### config.mk
export PLATFORM = sky130hd
export DESIGN_NAME = tcsg_top
export DESIGN_NICKNAME = d
export VERILOG_FILES = /design/src/include/tcsg_pkg.sv /design/src/logic/tcsg_tone.sv /design/src/logic/tcsg_env.sv /design/src/logic/tcsg_top.sv
export SDC_FILE = /design/constraint.sdc
export NUM_CORES = 1
export LEC_CHECK = 0
export BUFFER_PORTS_ARGS = -buffer_cell sky130_fd_sc_hd__buf_2
export CAP_MARGIN = 0
export CELL_PAD_IN_SITES_DETAIL_PLACEMENT = 0
export CELL_PAD_IN_SITES_GLOBAL_PLACEMENT = 1
export CORE_MARGIN = 10
export CORE_UTILIZATION = 40
export DETAILED_ROUTE_END_ITERATION = 8
export GPL_TIMING_DRIVEN = 0
export PLACE_DENSITY = 0.68
export SLEW_MARGIN = 30
export SYNTH_ARGS = -nofsm -noshare
export SYNTH_HDL_FRONTEND = slang
export SYNTH_SLANG_ARGS = --single-unit
### constraint.sdc
create_clock -name ref_clk_in -period 8.8 [get_ports ref_clk_in]
set_clock_uncertainty 0.15 [all_clocks]
set_input_delay 1.76 -clock ref_clk_in [delete_from_list [all_inputs] [get_ports ref_clk_in]]
set_output_delay 1.76 -clock ref_clk_in [all_outputs]
set_load 0.05 [all_outputs]
### src/include/tcsg_pkg.sv
package tcsg_pkg;

  localparam int IDX_W      = 4;
  localparam int FINE_W     = 8;
  localparam int COARSE_W   = 4;
  localparam int TONE_PER_W = 12;
  localparam int NOISE_W    = 5;
  localparam int AMP_W      = 5;
  localparam int ENV_PER_W  = 16;
  localparam int SHAPE_W    = 4;
  localparam int LEVEL_W    = 4;
  localparam int LFSR_W     = 17;

  localparam logic [3:0] IDX_TONE_A_FINE   = 4'h0;
  localparam logic [3:0] IDX_TONE_A_COARSE = 4'h1;
  localparam logic [3:0] IDX_TONE_B_FINE   = 4'h2;
  localparam logic [3:0] IDX_TONE_B_COARSE = 4'h3;
  localparam logic [3:0] IDX_TONE_C_FINE   = 4'h4;
  localparam logic [3:0] IDX_TONE_C_COARSE = 4'h5;
  localparam logic [3:0] IDX_NOISE_PERIOD  = 4'h6;
  localparam logic [3:0] IDX_MIXER         = 4'h7;
  localparam logic [3:0] IDX_AMP_A         = 4'h8;
  localparam logic [3:0] IDX_AMP_B         = 4'h9;
  localparam logic [3:0] IDX_AMP_C         = 4'hA;
  localparam logic [3:0] IDX_ENV_LOW       = 4'hB;
  localparam logic [3:0] IDX_ENV_HIGH      = 4'hC;
  localparam logic [3:0] IDX_ENV_SHAPE     = 4'hD;
  localparam logic [3:0] IDX_PORT_A        = 4'hE;
  localparam logic [3:0] IDX_PORT_B        = 4'hF;

  localparam int AMP_ENV_BIT   = 4;
  localparam int MIX_TONE_LSB  = 0;
  localparam int MIX_NOISE_LSB = 3;
  localparam int SHAPE_HOLD    = 0;
  localparam int SHAPE_ALT     = 1;
  localparam int SHAPE_ATTACK  = 2;
  localparam int SHAPE_CONT    = 3;

  localparam logic [7:0]  RST_BYTE   = 8'h00;
  localparam logic [7:0]  RST_MIXER  = 8'h3F;
  localparam logic [16:0] LFSR_SEED  = 17'h00001;
  localparam int          CLK_DIV    = 8;

  typedef enum {BUS_IDLE, BUS_LATCH, BUS_WRITE, BUS_READ} tcsg_bus_op_t;

  // A period of zero behaves as one
  function automatic logic [15:0] tcsg_period(input logic [15:0] p);
    tcsg_period = (p == 16'h0000) ? 16'h0001 : p;
  endfunction

  function automatic tcsg_bus_op_t tcsg_decode(input logic dir, input logic bc1);
    if (dir && bc1) begin
      tcsg_decode = BUS_LATCH;
    end else if (dir) begin
      tcsg_decode = BUS_WRITE;
    end else if (bc1) begin
      tcsg_decode = BUS_READ;
    end else begin
      tcsg_decode = BUS_IDLE;
    end
  endfunction

endpackage

### src/logic/tcsg_tone.sv
`timescale 1ns/1ps
module tcsg_tone #(
  parameter int PER_W = 16
) (
  input  wire logic             ref_clk_in,
  input  wire logic             sys_rst_in,
  input  wire logic             tick_in,
  input  wire logic [PER_W-1:0] period_in,
  output logic                  square_out
);
  import tcsg_pkg::*;

  logic [PER_W-1:0] cnt_reg;
  logic [15:0]      per_ext;
  logic [15:0]      per_min;

  assign per_ext = 16'(period_in);
  assign per_min = tcsg_period(per_ext);

  // Toggle once per period; period shrinks take effect at once
  always_ff @(posedge ref_clk_in) begin
    if (sys_rst_in) begin
      cnt_reg    <= '0;
      square_out <= 1'b0;
    end else if (tick_in) begin
      if (16'(cnt_reg) + 16'h0001 >= per_min) begin
        cnt_reg    <= '0;
        square_out <= ~square_out;
      end else begin
        cnt_reg <= cnt_reg + 1'b1;
      end
    end
  end

endmodule // tcsg_tone

### src/logic/tcsg_env.sv
`timescale 1ns/1ps
module tcsg_env (
  input  wire logic                          ref_clk_in,
  input  wire logic                          sys_rst_in,
  input  wire logic                          tick_in,
  input  wire logic                          restart_in,
  input  wire logic [tcsg_pkg::ENV_PER_W-1:0] period_in,
  input  wire logic [tcsg_pkg::SHAPE_W-1:0]   shape_in,
  output logic      [tcsg_pkg::LEVEL_W-1:0]   level_out
);
  import tcsg_pkg::*;

  logic [ENV_PER_W-1:0] div_reg;
  logic [3:0]           step_reg;
  logic                 att_reg;
  logic                 hold_reg;
  logic                 step_tick;

  assign step_tick = tick_in && ((div_reg + 1'b1) >= tcsg_period(period_in));

  always_ff @(posedge ref_clk_in) begin
    if (sys_rst_in || restart_in) begin
      div_reg <= '0;
    end else if (tick_in) begin
      div_reg <= step_tick ? '0 : div_reg + 1'b1;
    end
  end

  // Shape: continue, attack, alternate, hold
  always_ff @(posedge ref_clk_in) begin
    if (sys_rst_in) begin
      step_reg <= 4'h0;
      att_reg  <= 1'b0;
      hold_reg <= 1'b1;
    end else if (restart_in) begin
      step_reg <= 4'h0;
      att_reg  <= shape_in[SHAPE_ATTACK];
      hold_reg <= 1'b0;
    end else if (step_tick && !hold_reg) begin
      if (step_reg != 4'hF) begin
        step_reg <= step_reg + 4'h1;
      end else if (!shape_in[SHAPE_CONT]) begin
        // One sweep then silence
        att_reg  <= 1'b0;
        hold_reg <= 1'b1;
      end else if (shape_in[SHAPE_HOLD]) begin
        att_reg  <= att_reg ^ shape_in[SHAPE_ALT];
        hold_reg <= 1'b1;
      end else begin
        step_reg <= 4'h0;
        att_reg  <= att_reg ^ shape_in[SHAPE_ALT];
      end
    end
  end

  always_ff @(posedge ref_clk_in) begin
    if (sys_rst_in) begin
      level_out <= 4'h0;
    end else begin
      level_out <= att_reg ? step_reg : ~step_reg;
    end
  end

endmodule // tcsg_env

### src/logic/tcsg_top.sv
`timescale 1ns/1ps
module tcsg_top #(
  parameter int DIV_CYCLES = tcsg_pkg::CLK_DIV
) (
  input  wire logic                        ref_clk_in,
  input  wire logic                        sys_rst_in,
  input  wire logic                        bus_direction_ctl_in,
  input  wire logic                        bus_control_one_in,
  input  wire logic [7:0]                  data_in,
  output logic      [7:0]                  data_out,
  output logic                             data_oe_out,
  input  wire logic [7:0]                  port_a_in,
  output logic      [7:0]                  port_b_out,
  output logic      [tcsg_pkg::LEVEL_W-1:0] level_a_out,
  output logic      [tcsg_pkg::LEVEL_W-1:0] level_b_out,
  output logic      [tcsg_pkg::LEVEL_W-1:0] level_c_out
);
  import tcsg_pkg::*;

  // Bus side
  tcsg_bus_op_t           bus_op;
  tcsg_bus_op_t           prev_op_reg;
  logic [IDX_W-1:0]       index_reg;
  logic                   wr_en;
  logic                   wr_first;

  // Register file
  logic [FINE_W-1:0]      fine_a_reg;
  logic [FINE_W-1:0]      fine_b_reg;
  logic [FINE_W-1:0]      fine_c_reg;
  logic [COARSE_W-1:0]    coarse_a_reg;
  logic [COARSE_W-1:0]    coarse_b_reg;
  logic [COARSE_W-1:0]    coarse_c_reg;
  logic [NOISE_W-1:0]     noise_per_reg;
  logic [7:0]             mixer_reg;
  logic [AMP_W-1:0]       amp_a_reg;
  logic [AMP_W-1:0]       amp_b_reg;
  logic [AMP_W-1:0]       amp_c_reg;
  logic [7:0]             env_low_reg;
  logic [7:0]             env_high_reg;
  logic [SHAPE_W-1:0]     shape_reg;
  logic [7:0]             port_b_reg;
  logic [7:0]             read_next;

  // Timebase
  logic [7:0]             div_reg;
  logic                   tick_reg;
  logic                   half_reg;
  logic                   slow_tick;

  // Sound sources
  logic [TONE_PER_W-1:0]  per_a;
  logic [TONE_PER_W-1:0]  per_b;
  logic [TONE_PER_W-1:0]  per_c;
  logic                   sq_a;
  logic                   sq_b;
  logic                   sq_c;
  logic [NOISE_W-1:0]     noise_cnt_reg;
  logic [LFSR_W-1:0]      lfsr_reg;
  logic                   noise_bit;
  logic                   env_restart;
  logic [LEVEL_W-1:0]     env_level;
  logic [2:0]             gate;

  // Decoding is combinational from the two control inputs
  assign bus_op = tcsg_decode(bus_direction_ctl_in, bus_control_one_in);
  assign wr_en  = (bus_op == BUS_WRITE);

  // Held write strobes rewrite the same value; only shape needs the edge
  assign wr_first = wr_en && (prev_op_reg != BUS_WRITE);

  always_ff @(posedge ref_clk_in) begin
    if (sys_rst_in) begin
      prev_op_reg <= BUS_IDLE;
    end else begin
      prev_op_reg <= bus_op;
    end
  end

  // Index only moves on a latch cycle
  always_ff @(posedge ref_clk_in) begin
    if (sys_rst_in) begin
      index_reg <= '0;
    end else if (bus_op == BUS_LATCH) begin
      index_reg <= data_in[IDX_W-1:0];
    end
  end

  // Tone periods
  always_ff @(posedge ref_clk_in) begin
    if (sys_rst_in) begin
      fine_a_reg   <= RST_BYTE;
      fine_b_reg   <= RST_BYTE;
      fine_c_reg   <= RST_BYTE;
      coarse_a_reg <= RST_BYTE[COARSE_W-1:0];
      coarse_b_reg <= RST_BYTE[COARSE_W-1:0];
      coarse_c_reg <= RST_BYTE[COARSE_W-1:0];
    end else if (wr_en) begin
      if (index_reg == IDX_TONE_A_FINE) begin
        fine_a_reg <= data_in;
      end else if (index_reg == IDX_TONE_A_COARSE) begin
        coarse_a_reg <= data_in[COARSE_W-1:0];
      end else if (index_reg == IDX_TONE_B_FINE) begin
        fine_b_reg <= data_in;
      end else if (index_reg == IDX_TONE_B_COARSE) begin
        coarse_b_reg <= data_in[COARSE_W-1:0];
      end else if (index_reg == IDX_TONE_C_FINE) begin
        fine_c_reg <= data_in;
      end else if (index_reg == IDX_TONE_C_COARSE) begin
        coarse_c_reg <= data_in[COARSE_W-1:0];
      end
    end
  end

  // Noise period and source enables
  always_ff @(posedge ref_clk_in) begin
    if (sys_rst_in) begin
      noise_per_reg <= RST_BYTE[NOISE_W-1:0];
      mixer_reg     <= RST_MIXER;
    end else if (wr_en) begin
      if (index_reg == IDX_NOISE_PERIOD) begin
        noise_per_reg <= data_in[NOISE_W-1:0];
      end else if (index_reg == IDX_MIXER) begin
        mixer_reg <= data_in;
      end
    end
  end

  // Amplitudes
  always_ff @(posedge ref_clk_in) begin
    if (sys_rst_in) begin
      amp_a_reg <= RST_BYTE[AMP_W-1:0];
      amp_b_reg <= RST_BYTE[AMP_W-1:0];
      amp_c_reg <= RST_BYTE[AMP_W-1:0];
    end else if (wr_en) begin
      if (index_reg == IDX_AMP_A) begin
        amp_a_reg <= data_in[AMP_W-1:0];
      end else if (index_reg == IDX_AMP_B) begin
        amp_b_reg <= data_in[AMP_W-1:0];
      end else if (index_reg == IDX_AMP_C) begin
        amp_c_reg <= data_in[AMP_W-1:0];
      end
    end
  end

  // Envelope period, shape and output port
  always_ff @(posedge ref_clk_in) begin
    if (sys_rst_in) begin
      env_low_reg  <= RST_BYTE;
      env_high_reg <= RST_BYTE;
      shape_reg    <= RST_BYTE[SHAPE_W-1:0];
      port_b_reg   <= RST_BYTE;
    end else if (wr_en) begin
      if (index_reg == IDX_ENV_LOW) begin
        env_low_reg <= data_in;
      end else if (index_reg == IDX_ENV_HIGH) begin
        env_high_reg <= data_in;
      end else if (index_reg == IDX_ENV_SHAPE) begin
        shape_reg <= data_in[SHAPE_W-1:0];
      end else if (index_reg == IDX_PORT_B) begin
        port_b_reg <= data_in;
      end
    end
  end

  // Port A is input only, so writes to its index are dropped
  assign env_restart = wr_first && (index_reg == IDX_ENV_SHAPE);

  // Read mux; unused upper bits read as zero
  always_comb begin
    read_next = 8'h00;
    if (index_reg == IDX_TONE_A_FINE) begin
      read_next = fine_a_reg;
    end else if (index_reg == IDX_TONE_A_COARSE) begin
      read_next = {4'h0, coarse_a_reg};
    end else if (index_reg == IDX_TONE_B_FINE) begin
      read_next = fine_b_reg;
    end else if (index_reg == IDX_TONE_B_COARSE) begin
      read_next = {4'h0, coarse_b_reg};
    end else if (index_reg == IDX_TONE_C_FINE) begin
      read_next = fine_c_reg;
    end else if (index_reg == IDX_TONE_C_COARSE) begin
      read_next = {4'h0, coarse_c_reg};
    end else if (index_reg == IDX_NOISE_PERIOD) begin
      read_next = {3'h0, noise_per_reg};
    end else if (index_reg == IDX_MIXER) begin
      read_next = mixer_reg;
    end else if (index_reg == IDX_AMP_A) begin
      read_next = {3'h0, amp_a_reg};
    end else if (index_reg == IDX_AMP_B) begin
      read_next = {3'h0, amp_b_reg};
    end else if (index_reg == IDX_AMP_C) begin
      read_next = {3'h0, amp_c_reg};
    end else if (index_reg == IDX_ENV_LOW) begin
      read_next = env_low_reg;
    end else if (index_reg == IDX_ENV_HIGH) begin
      read_next = env_high_reg;
    end else if (index_reg == IDX_ENV_SHAPE) begin
      read_next = {4'h0, shape_reg};
    end else if (index_reg == IDX_PORT_A) begin
      read_next = port_a_in;
    end else begin
      read_next = port_b_reg;
    end
  end

  // Data driven one cycle after the read op is seen
  always_ff @(posedge ref_clk_in) begin
    if (sys_rst_in) begin
      data_out    <= 8'h00;
      data_oe_out <= 1'b0;
    end else begin
      data_out    <= (bus_op == BUS_READ) ? read_next : 8'h00;
      data_oe_out <= (bus_op == BUS_READ);
    end
  end

  // Port B always drives; bit 7 steers the joystick mux outside
  always_ff @(posedge ref_clk_in) begin
    if (sys_rst_in) begin
      port_b_out <= RST_BYTE;
    end else begin
      port_b_out <= port_b_reg;
    end
  end

  // Prescaler: tick each DIV_CYCLES, slow tick at half that rate
  always_ff @(posedge ref_clk_in) begin
    if (sys_rst_in) begin
      div_reg  <= 8'h00;
      tick_reg <= 1'b0;
    end else if (div_reg == 8'(DIV_CYCLES - 1)) begin
      div_reg  <= 8'h00;
      tick_reg <= 1'b1;
    end else begin
      div_reg  <= div_reg + 8'h01;
      tick_reg <= 1'b0;
    end
  end

  always_ff @(posedge ref_clk_in) begin
    if (sys_rst_in) begin
      half_reg <= 1'b0;
    end else if (tick_reg) begin
      half_reg <= ~half_reg;
    end
  end

  assign slow_tick = tick_reg && half_reg;

  assign per_a = {coarse_a_reg, fine_a_reg};
  assign per_b = {coarse_b_reg, fine_b_reg};
  assign per_c = {coarse_c_reg, fine_c_reg};

  // Three identical tone channels
  tcsg_tone #(.PER_W(TONE_PER_W)) u_tone_a (
    .ref_clk_in (ref_clk_in),
    .sys_rst_in (sys_rst_in),
    .tick_in    (tick_reg),
    .period_in  (per_a),
    .square_out (sq_a)
  );

  tcsg_tone #(.PER_W(TONE_PER_W)) u_tone_b (
    .ref_clk_in (ref_clk_in),
    .sys_rst_in (sys_rst_in),
    .tick_in    (tick_reg),
    .period_in  (per_b),
    .square_out (sq_b)
  );

  tcsg_tone #(.PER_W(TONE_PER_W)) u_tone_c (
    .ref_clk_in (ref_clk_in),
    .sys_rst_in (sys_rst_in),
    .tick_in    (tick_reg),
    .period_in  (per_c),
    .square_out (sq_c)
  );

  // Noise: LFSR shifts once per noise period of slow ticks
  always_ff @(posedge ref_clk_in) begin
    if (sys_rst_in) begin
      noise_cnt_reg <= '0;
      lfsr_reg      <= LFSR_SEED;
    end else if (slow_tick) begin
      if (16'(noise_cnt_reg) + 16'h0001
          >= tcsg_period(16'(noise_per_reg))) begin
        noise_cnt_reg <= '0;
        lfsr_reg      <= {lfsr_reg[0] ^ lfsr_reg[3], lfsr_reg[LFSR_W-1:1]};
      end else begin
        noise_cnt_reg <= noise_cnt_reg + 1'b1;
      end
    end
  end

  assign noise_bit = lfsr_reg[0];

  tcsg_env u_env (
    .ref_clk_in (ref_clk_in),
    .sys_rst_in (sys_rst_in),
    .tick_in    (slow_tick),
    .restart_in (env_restart),
    .period_in  ({env_high_reg, env_low_reg}),
    .shape_in   (shape_reg),
    .level_out  (env_level)
  );

  // A disabled source counts as always high, so both off gives a steady level
  always_comb begin
    gate[0] = (sq_a | mixer_reg[MIX_TONE_LSB])
            & (noise_bit | mixer_reg[MIX_NOISE_LSB]);
    gate[1] = (sq_b | mixer_reg[MIX_TONE_LSB + 1])
            & (noise_bit | mixer_reg[MIX_NOISE_LSB + 1]);
    gate[2] = (sq_c | mixer_reg[MIX_TONE_LSB + 2])
            & (noise_bit | mixer_reg[MIX_NOISE_LSB + 2]);
  end

  always_ff @(posedge ref_clk_in) begin
    if (sys_rst_in) begin
      level_a_out <= '0;
      level_b_out <= '0;
      level_c_out <= '0;
    end else begin
      level_a_out <= !gate[0] ? 4'h0
                   : amp_a_reg[AMP_ENV_BIT] ? env_level
                   : amp_a_reg[LEVEL_W-1:0];
      level_b_out <= !gate[1] ? 4'h0
                   : amp_b_reg[AMP_ENV_BIT] ? env_level
                   : amp_b_reg[LEVEL_W-1:0];
      level_c_out <= !gate[2] ? 4'h0
                   : amp_c_reg[AMP_ENV_BIT] ? env_level
                   : amp_c_reg[LEVEL_W-1:0];
    end
  end

endmodule // tcsg_top

After elaboration in Yosys (flattened, before gate mapping). Cells that the tools add are included.

Bits in registers: 254. Latch bits: 0. Bits in writable memories: 0. Memory bits (read-only): 0. Output and inout bits: 29. Logic and storage cells: 199. Memories: 0.

Add/subtract/negate cells: 11. Multiply operators: 0. Divide/modulo/power cells: 0. $lt $le $gt $ge: 5. Equal/unequal tests: 24. Shift operators: 0. Multiplexer cells: 45. Bitwise gates (word level): 31. Reductions and logical operators: 44.

Operator list (count): 2-to-1 mux 8 bit (15); 2-to-1 mux 12 bit (6); == test 32 x 3 -> 1 bit, second input constant (2); greater-or-equal comparator 16 bit (4); logical NOT 16 bit (4); adder 12 x 1 -> 13 bit, second input constant (3); adder 12 x 1 -> 12 bit, second input constant (3); == test 32 x 2 -> 1 bit, second input constant (1); == test 4 bit, second input constant (8); 2-to-1 mux 16 bit (2); != test 32 x 3 -> 1 bit, second input constant (1); 2-to-1 mux 4 bit (7); inverter 1 bit (19); AND reduction 2 bit (9); AND reduction 3 bit (6); adder 16 x 1 -> 16 bit, second input constant (1); == test 4 x 3 -> 1 bit, second input constant (4); AND reduction 4 bit (3); OR reduction 2 bit (6); 2-to-1 mux 1 bit (10); 2-to-1 mux 5 bit (2); AND reduction 5 bit (2); adder 8 x 1 -> 8 bit, second input constant (1); == test 4 x 2 -> 1 bit, second input constant (2); 22 further kinds (39).

Longest topological paths before layout. Gate-level depths: netlist of the first run.

Word-level depth: 16. Depth in mapped cells: 14. Gate-level depth less buffers: 12.

Modules after synthesis. Synthesis of the first run repeated with hierarchy kept, for this count alone.

Cell total of the unflattened synthesis: 1466. Area, all modules: 12752.2 sq um.

By module, submodules not included: tcsg_top (times used 1, cells an instance 812, area an instance 7273.2 sq um); tcsg_tone (times used 3, cells an instance 138, area an instance 1206.2 sq um); tcsg_env (times used 1, cells an instance 240, area an instance 1860.5 sq um).

Worst setup path after synthesis of the first run. No wires, ideal clock.

Path kind: in2reg. Start point: in bus_control_one_in. End point: reg u_env.step_reg[2]. Arrival: 3136 ps. Data required time: 8590 ps. Setup slack: 5453 ps. Cell stages on the path: 8. Cell sequence: inv_1 ha_1 nand3_1 nor2_1 o21a_1 nor2_1 or4b_1 nand2_1.

Cells in the longest elaborated chain, start to end: 7. Elaborated cells between the ends (all ways): 8.

RTL lines: from (decl) (line tcsg_top.sv:8) `input wire logic bus_control_one_in,`; 2-to-1 mux 2 bit (line tcsg_pkg.sv:56) `end else if (bc1) begin`; 2-to-1 mux 2 bit (line tcsg_pkg.sv:54) `end else if (dir) begin`; 2-to-1 mux 2 bit * (line tcsg_pkg.sv:52) `if (dir && bc1) begin`; == test 32 x 3 -> 1 bit * (line tcsg_top.sv:67) `assign wr_en = (bus_op == BUS_WRITE);`; logical AND 1 bit * (line tcsg_top.sv:70) `assign wr_first = wr_en && (prev_op_reg != BUS_WRITE);`; logical AND 1 bit * (line tcsg_top.sv:167) `assign env_restart = wr_first && (index_reg == IDX_ENV_SHAPE);`; OR reduction 2 bit (no source line) *; to (signal assigned) (line tcsg_env.sv:41) `step_reg <= step_reg + 4'h1;`; to (decl) (line tcsg_env.sv:14) `logic [3:0] step_reg;`.

Mark *: on every way between the ends. The rest lies on a longest branch, timed or not. A chain may end at the register's enable or synchronous reset.

Worst setup path in the final report of the first run.
Start point: reg u_tone_a.cnt_reg[0]. End point: reg u_tone_a.cnt_reg[0].

Cells in the longest elaborated chain, start to end: 3. Elaborated cells between the ends (all ways): 4.

RTL lines: from (decl) (line tcsg_tone.sv:13) `logic [PER_W-1:0] cnt_reg;`; from (signal assigned) (line tcsg_tone.sv:30) `cnt_reg <= cnt_reg + 1'b1;`; adder 12 x 1 -> 13 bit (line tcsg_tone.sv:26) `if (16'(cnt_reg) + 16'h0001 >= per_min) begin`; greater-or-equal comparator 16 bit (line tcsg_tone.sv:26); 2-to-1 mux 12 bit * (line tcsg_tone.sv:26).

Marks and branches as above.

==> results of run 1 <==
layer usage:
layer,up-vias,GRT usage,routed length [µm]
li1,5301,-,-
met1,5082,0.266,18300
met2,299,0.308,17000
met3,63,0.0373,2260
met4,2,0.0469,890
met5,-,0,13
power groups by stage:
stage	Sequential (mW)	Combinational, mW	Clock, mW
3_5_place_dp	1.05	0.154	0
4_1_cts	1.03	0.154	1.23
6_report	1.03	0.156	1.21
2_1_floorplan	1.05	0.0913	0
5_1_grt	1.03	0.168	1.28
3_3_place_gp	1.05	0.154	0
worst min path at each step:
| stage | to | slack (ns) | cells after the start |
|---|---|---|---|
| 2_1_floorplan | div_reg[0] | 0.26 | 1 |
| 3_3_place_gp | div_reg[0] | 0.27 | 1 |
| 3_5_place_dp | div_reg[0] | 0.29 | 1 |
| 4_1_cts | div_reg[0] | 0.30 | 1 |
| 5_1_grt | div_reg[0] | 0.31 | 1 |
| 6_report | div_reg[0] | 0.29 | 1 |
cells in the final DEF (no fill, tap or decap), types with 6 or more instances in the layout:
cell / n
nand2b_1: 13
nor2_1: 181
nor3_1: 20
and2_1: 8
or3_1: 14
a211oi_1: 10
a21o_1: 11
ha_1: 68
o31ai_1: 6
buf_2: 67
a221oi_1: 6
nand3_1: 92
xnor2_1: 37
inv_1: 64
a31oi_1: 25
xor2_1: 40
and3_1: 14
clkbuf_16: 27
nand2_1: 124
nor4_1: 13
nand3b_1: 8
nor2b_1: 17
clkinv_2: 9
a21oi_1: 114
dfxtp_1: 224
and4_1: 6
nand4_1: 9
o21ai_0: 70
mux2i_1: 96
clkbuf_1: 57
buf_1: 10
cells by family (layout without fill, tap and decap cells):
group,after synthesis,count (layout)
XOR/XNOR,77,77
AND/OR/NAND/NOR,540,540
AO/OA/AOI/OAI,299,299
flip-flops,224,224
adder cells (fa/ha/maj),68,68
multiplexers,100,100
buffers and inverters,153,250
per-stage QoR:
stage	cells	power [mW]	worst slack, ns
final	1948	2.40	4.96
after global routing	1948	2.48	4.62
after CTS	1948	2.42	4.97
after detailed placement	1898	1.21	4.41
after global placement	1898	1.21	4.47
after floorplan	1461	1.14	5.45
worst max-delay path, stage by stage (launching register included):
cell,delay (ns)
dfxtp_1,0.44
ha_1,0.27
and3_1,0.16
buf_2,0.16
and4_1,0.27
and3_1,0.23
xor2_1,0.19
ha_1,0.26
and4_1,0.22
a21oi_1,0.16
o31ai_1,0.11
a311oi_2,0.39
clkbuf_1,0.45
nand3b_1,0.15
a21oi_1,0.14
cell type report:
| class | instances | area (µm²) | share of cell area |
|---|---|---|---|
| flip-flops and latches | 224 | 4480 | 0.326 |
| clock inverters | 18 | 230 | 0.0167 |
| plain buffers | 87 | 359 | 0.0261 |
| repair buffers | 47 | 235 | 0.0171 |
| well taps | 390 | 488 | 0.0355 |
| inverters | 66 | 248 | 0.0180 |
| multi-input cells | 1084 | 6970 | 0.507 |
| clock buffers | 32 | 734 | 0.0534 |
==> summary.md, run 1 <==
| Metric | Value |
|---|---|
| Vias in the first global route | 10200 |
| Post-DP HPWL | 28300 µm |
| Root Driver | clkbuf_16 |
| Max reg flops | 17 |
| Synth Area in Compound Gates | 0.154 |
| Xor-xnor portion of the synthesized cell area | 0.0559 |
| # clock sinks | approximately 220 |
| CTS tree | done |
| Final wirelength | 38400 µm |
| Net Switching | 592 µW |
| Slew Limit Fails | 0 |
| Fin nets | between 1500 and 2000 |
| Worst-path maximum fanout | 10 |
| Layout cells sized above 1 | 0.0931 |
| Max-cap viol count | 0 |
| Hold Path Origin | div_reg[0] |
| Via density | around 5.5 |
| Area Overhead vs Synth | 14.0% |
| Register area share after synthesis | 0.372 |
| CTS clk-pin slew, worst paths | roughly 0.060 ns |
| Area contributors post-synth | dfxtp_1, mux2i_1, ha_1 |
| Synthesized area | ~12000 µm² |
| Total power divided by cell area | 175 nW/µm² |
| Core ar. | 29700 µm² |
| Count of state elements after synthesis | 224 |
| Worst EP arrival | between 4 and 5 ns |
| Status | completed |
| Post-synth EDFFs | 0 |
| Crit path time final | 3.84 ns |
| Comb pwr share | 0.065 |
| Setup TNS | 0 ns |
| Port bufs | 47 |
| WL/cell | 19.7 µm |
| Yosys top cell area share | 0.372 |
| Yosys warning total | 0 |
| Fin util | 0.463 |
| Synth cell types | 71 |
| Leakage | about 5.2 nW |
| Post-Synthesis Cells | approximately 1500 |
| Most frequent cell after synthesis | dfxtp_1 |
| Initial core utilization | 0.406 |
| Global-route wire length before repair | 59500 µm |
| Reg2reg start | u_tone_a.cnt_reg[0] |
| Final Hold Vio Count | 0 |
| Cell-internal power | ~1.8 mW |
| Largest family of logic cells by synthesized area | simple AND/OR/NAND/NOR gates |
| Height of the die | about 190 µm |
| CP startpoint kind | flop |
| Post-synthesis mux area share | 0.0862 |
| CTS Hold Buffers Added | 0 |
| Hold Crit Class | reg -> reg |
| Htree depth | 1 |
| Sw Ratio | 0.247 |
| Setup Crit Path Kind | reg -> reg |
| Final setup violation count | 0 |
| Crit path to | u_tone_a.cnt_reg[0] |
| Largest net degree at the start of global routing | 14 |
| Reg2reg setup slack | between 4 and 5 ns |
| Gp weighted congestion | approximately 0.96 |
| Clk_lat worst skew | around 0.55 ns |
| 1st-iter DRT viols | 721 |
| Post-synth ARST share | 0 |
| Tightest Pin Transition | just over 0.9 ns |
| Synth area leader | dfxtp_1 |
| Synth Area per Inst | ~8.3 µm² |
| Max Freq | approximately 260 MHz |
| CTS Buf Count | 27 |
| Die area | ~37000 µm² |
| Design Area, Final | about 14000 µm² |
| Worst EP required | 9.12 ns |
| RSZ-0062 raised after global routing | no |
| Via count | 10700 |
| Syn nets | between 1500 and 2000 |
| Ant diodes | 0 |
| Worst setup EP type | flop |
| Initial antenna violation count | 1 |
| IO Count | around 50 |
| Post-CTS Setup Bufs | 0 |
| DRC viols | 0 |
| Post-route ant nets | 0 |
| Relative slew slack | 0.388 |
| Reg power frac | 0.429 |
| Reg2Reg Depth | 14 |
| Total track usage | 0.195 |
| Clk pwr share | 0.506 |
| Simple-gate portion of the synthesized area | 0.211 |
| Overflow left after global routing | 0 |
| Synth Area in Adders | 0.0706 |
| Critical R2R Capture | u_tone_a.cnt_reg[0] |
| First-pass iteration count of the detailed router | 6 |
| Placed cell area | about 13000 µm² |
| Most frequent cells after synthesis | dfxtp_1, nor2_1, nand2_1, a21oi_1, mux2i_1 |
| Worst VDD drop | between 100 and 150 µV |
| Final Cycle Share | 0.436 |
| Die W | 194 µm |
| Worst Setup SP | u_tone_a.cnt_reg[0] |
| Resized Gates After CTS | 0 |
| Clk buf depth | 3 |
| Top_reg_cell synth | dfxtp_1 |
| Min Hold Slack | just under 0.3 ns |
| Cell Rows | 63 |
| Fill cells | between 2000 and 3000 |
(Power assumes the default switching activity.)
==> run 2, diff against run 1 <==
- clock period: 8.8 -> 3.6 ns (I/O delays scaled with it)
==> run 2 against run 1 <==
Effect of this change: wire length is 0.33% higher; worst setup slack worse by 4.8 ns; register-to-register slack worse by 4.8 ns; sequential power is 140% higher; sequential cell count stayed put; fmax is 13% higher; final cell count is 0.46% higher; non-clock buffer count is 9 higher; die area stayed put; design area is 1.6% higher; largest cell class unchanged.
==> summary.md, run 2 (synthesis gave the netlist of run 1 again) <==
| Metric | Value |
|---|---|
| Status | completed |
| Worst EP required | just under 4 ns |
| Crit path time final | ~3.4 ns |
| Max reg flops | 17 |
| Cell repeated most along the worst path | buf_4 |
| Max-cap viol count | 0 |
| IO Count | 49 |
| Slew Limit Fails | 0 |
| Crit-path cells | ha_4 > and3_1 > buf_2 > and4_4 > and3_4 > xor2_2 > ha_1 > and4_1 > a21oi_1 > o31ai_1 > a311oi_2 > buf_4 > buf_4 > buf_4 > or3_1 > a21oi_1 |
| Fin util | 0.470 |
| Clk pwr share | 0.504 |
| First-pass iteration count of the detailed router | 6 |
| Global-route wire length before repair | 59600 µm |
| Post-DP HPWL | between 20000 and 30000 µm |
| Final wirelength | approximately 39000 µm |
| Worst setup EP type | flop |
| Final Cycle Share | 0.946 |
| CTS clk-pin slew, worst paths | about 0.06 ns |
| 1st-iter DRT viols | 731 |
| Sw Ratio | 0.246 |
| CP max stage delay | roughly 0.39 ns |
| Cell-internal power | between 4 and 5 mW |
| WL/cell | ~20 µm |
| Via density | 5.52 |
| Largest net degree at the start of global routing | 14 |
| Reg power frac | 0.427 |
| Post-route ant nets | 0 |
| Buf+Inv Stages, Crit Path | 4 |
| # clock sinks | roughly 220 |
| Htree depth | 1 |
| Core ar. | a little under 30000 µm² |
| Power, Total | about 5.9 mW |
| CTS Hold Buffers Added | 0 |
| Initial antenna violation count | 1 |
| Final Hold Vio Count | 0 |
| Setup Crit Path Kind | reg -> reg |
| Initial core utilization | 0.406 |
| Max Freq | between 200 and 300 MHz |
| Comb pwr share | 0.069 |
| Worst-path maximum fanout | 6 |
| Via count | 10800 |
| Worst path slowest cell | dfxtp_4 |
| Layout cells sized above 1 | 0.116 |
| Die area | about 37000 µm² |
| Hold Crit Class | reg -> reg |
| Fin nets | 1634 |
| Commonest non-fill, non-tap cells in the layout | dfxtp_1, nor2_1, nand2_1, a21oi_1, mux2i_1 |
| Final setup violation count | 0 |
| Port bufs | 47 |
| Die W | approximately 190 µm |
| CP startpoint kind | flop |
| Worst setup margin | ~0.19 ns |
| CTS Buf Count | 27 |
| Commonest non-fill, non-tap cell in the layout | dfxtp_1 |
| Tightest Pin Transition | about 0.9 ns |
| DRC viols | 0 |
| Worst EP arrival | 3.65 ns |
| Root Driver | clkbuf_16 |
| Clk buf depth | 3 |
| Ant diodes | 0 |
| Worst slack, placed | -0.186 ns |
| Overflow left after global routing | 0 |
| Clk_lat worst skew | 0.55 ns |
| CTS tree | done |
| Total power divided by cell area | 422 nW/µm² |
| Cell Rows | 63 |
| Net Switching | approximately 1.5 mW |
| Finished Layout Cells | ~2000 |
| Height of the die | just under 200 µm |
| Leakage | about 5.3 nW |
| Worst VDD drop | 353 µV |
| Total track usage | 0.195 |
| Relative slew slack | 0.394 |
| Gp weighted congestion | 0.959 |
| Vias in the first global route | about 10000 |
| Top delay family on crit path | simple AND/OR/NAND/NOR gates |
| Post-Place Cells | 1898 |
| Area Overhead vs Synth | 15.8% |
run 2: stage by stage:
stage          hold slack (ns)  cell area [µm²]  setup TNS [ns]
2_1_floorplan            0.263            12100               0
3_3_place_gp             0.275            12800           -3.68
3_5_place_dp             0.289            12800           -3.94
4_1_cts                  0.296            13800               0
5_1_grt                  0.315            14000        -0.00460
6_report                 0.291            14000               0
run 2: worst paths after layout:
kind                       start                  end  slack (ns)  cells after the start
max reg2reg  u_tone_b.cnt_reg[0]  u_tone_b.square_out        0.19                     16
max          u_tone_b.cnt_reg[0]  u_tone_b.square_out        0.19                     16
min reg2reg           div_reg[0]           div_reg[0]        0.29                      1
min                   div_reg[0]           div_reg[0]        0.29                      1
run 2: cell type report:
type | instances | area [µm²]
Buffer | 86 | 369
Multi-Input combinational cell | 1084 | 7090
Fill cell | 2962 | 15800
Clock inverter | 18 | 230
Clock buffer | 32 | 734
Sequential cell | 224 | 4500
Timing Repair Buffer | 57 | 308
Inverter | 66 | 248
Tap cell | 390 | 488
run 2: power by group through the flow:
stage / Combinational, mW / Sequential [mW] / Clock (mW)
6_report: 0.404 / 2.52 / 2.97
5_1_grt: 0.435 / 2.52 / 3.12
4_1_cts: 0.393 / 2.52 / 3.02
3_5_place_dp: 0.375 / 2.57 / 0
3_3_place_gp: 0.377 / 2.57 / 0
2_1_floorplan: 0.223 / 2.57 / 0
run 2: layer usage:
layer  vias up  routed length [µm]  share of wire  global-route usage
met5         -                  13        0.00034                   0
met4         2                 907          0.024              0.0469
met3        62                2190          0.057              0.0373
met2       298               17200           0.44               0.309
met1      5124               18300           0.47               0.267
li1       5319                   -              -                   -
run 2: timing repair:
item,in CTS,in global routing
setup buffers,4,5
gates cloned,0,1
endpoints found under the hold margin,0,0
gates resized for setup,10,35
pin swaps,1,3
endpoints found under the setup margin,42,49
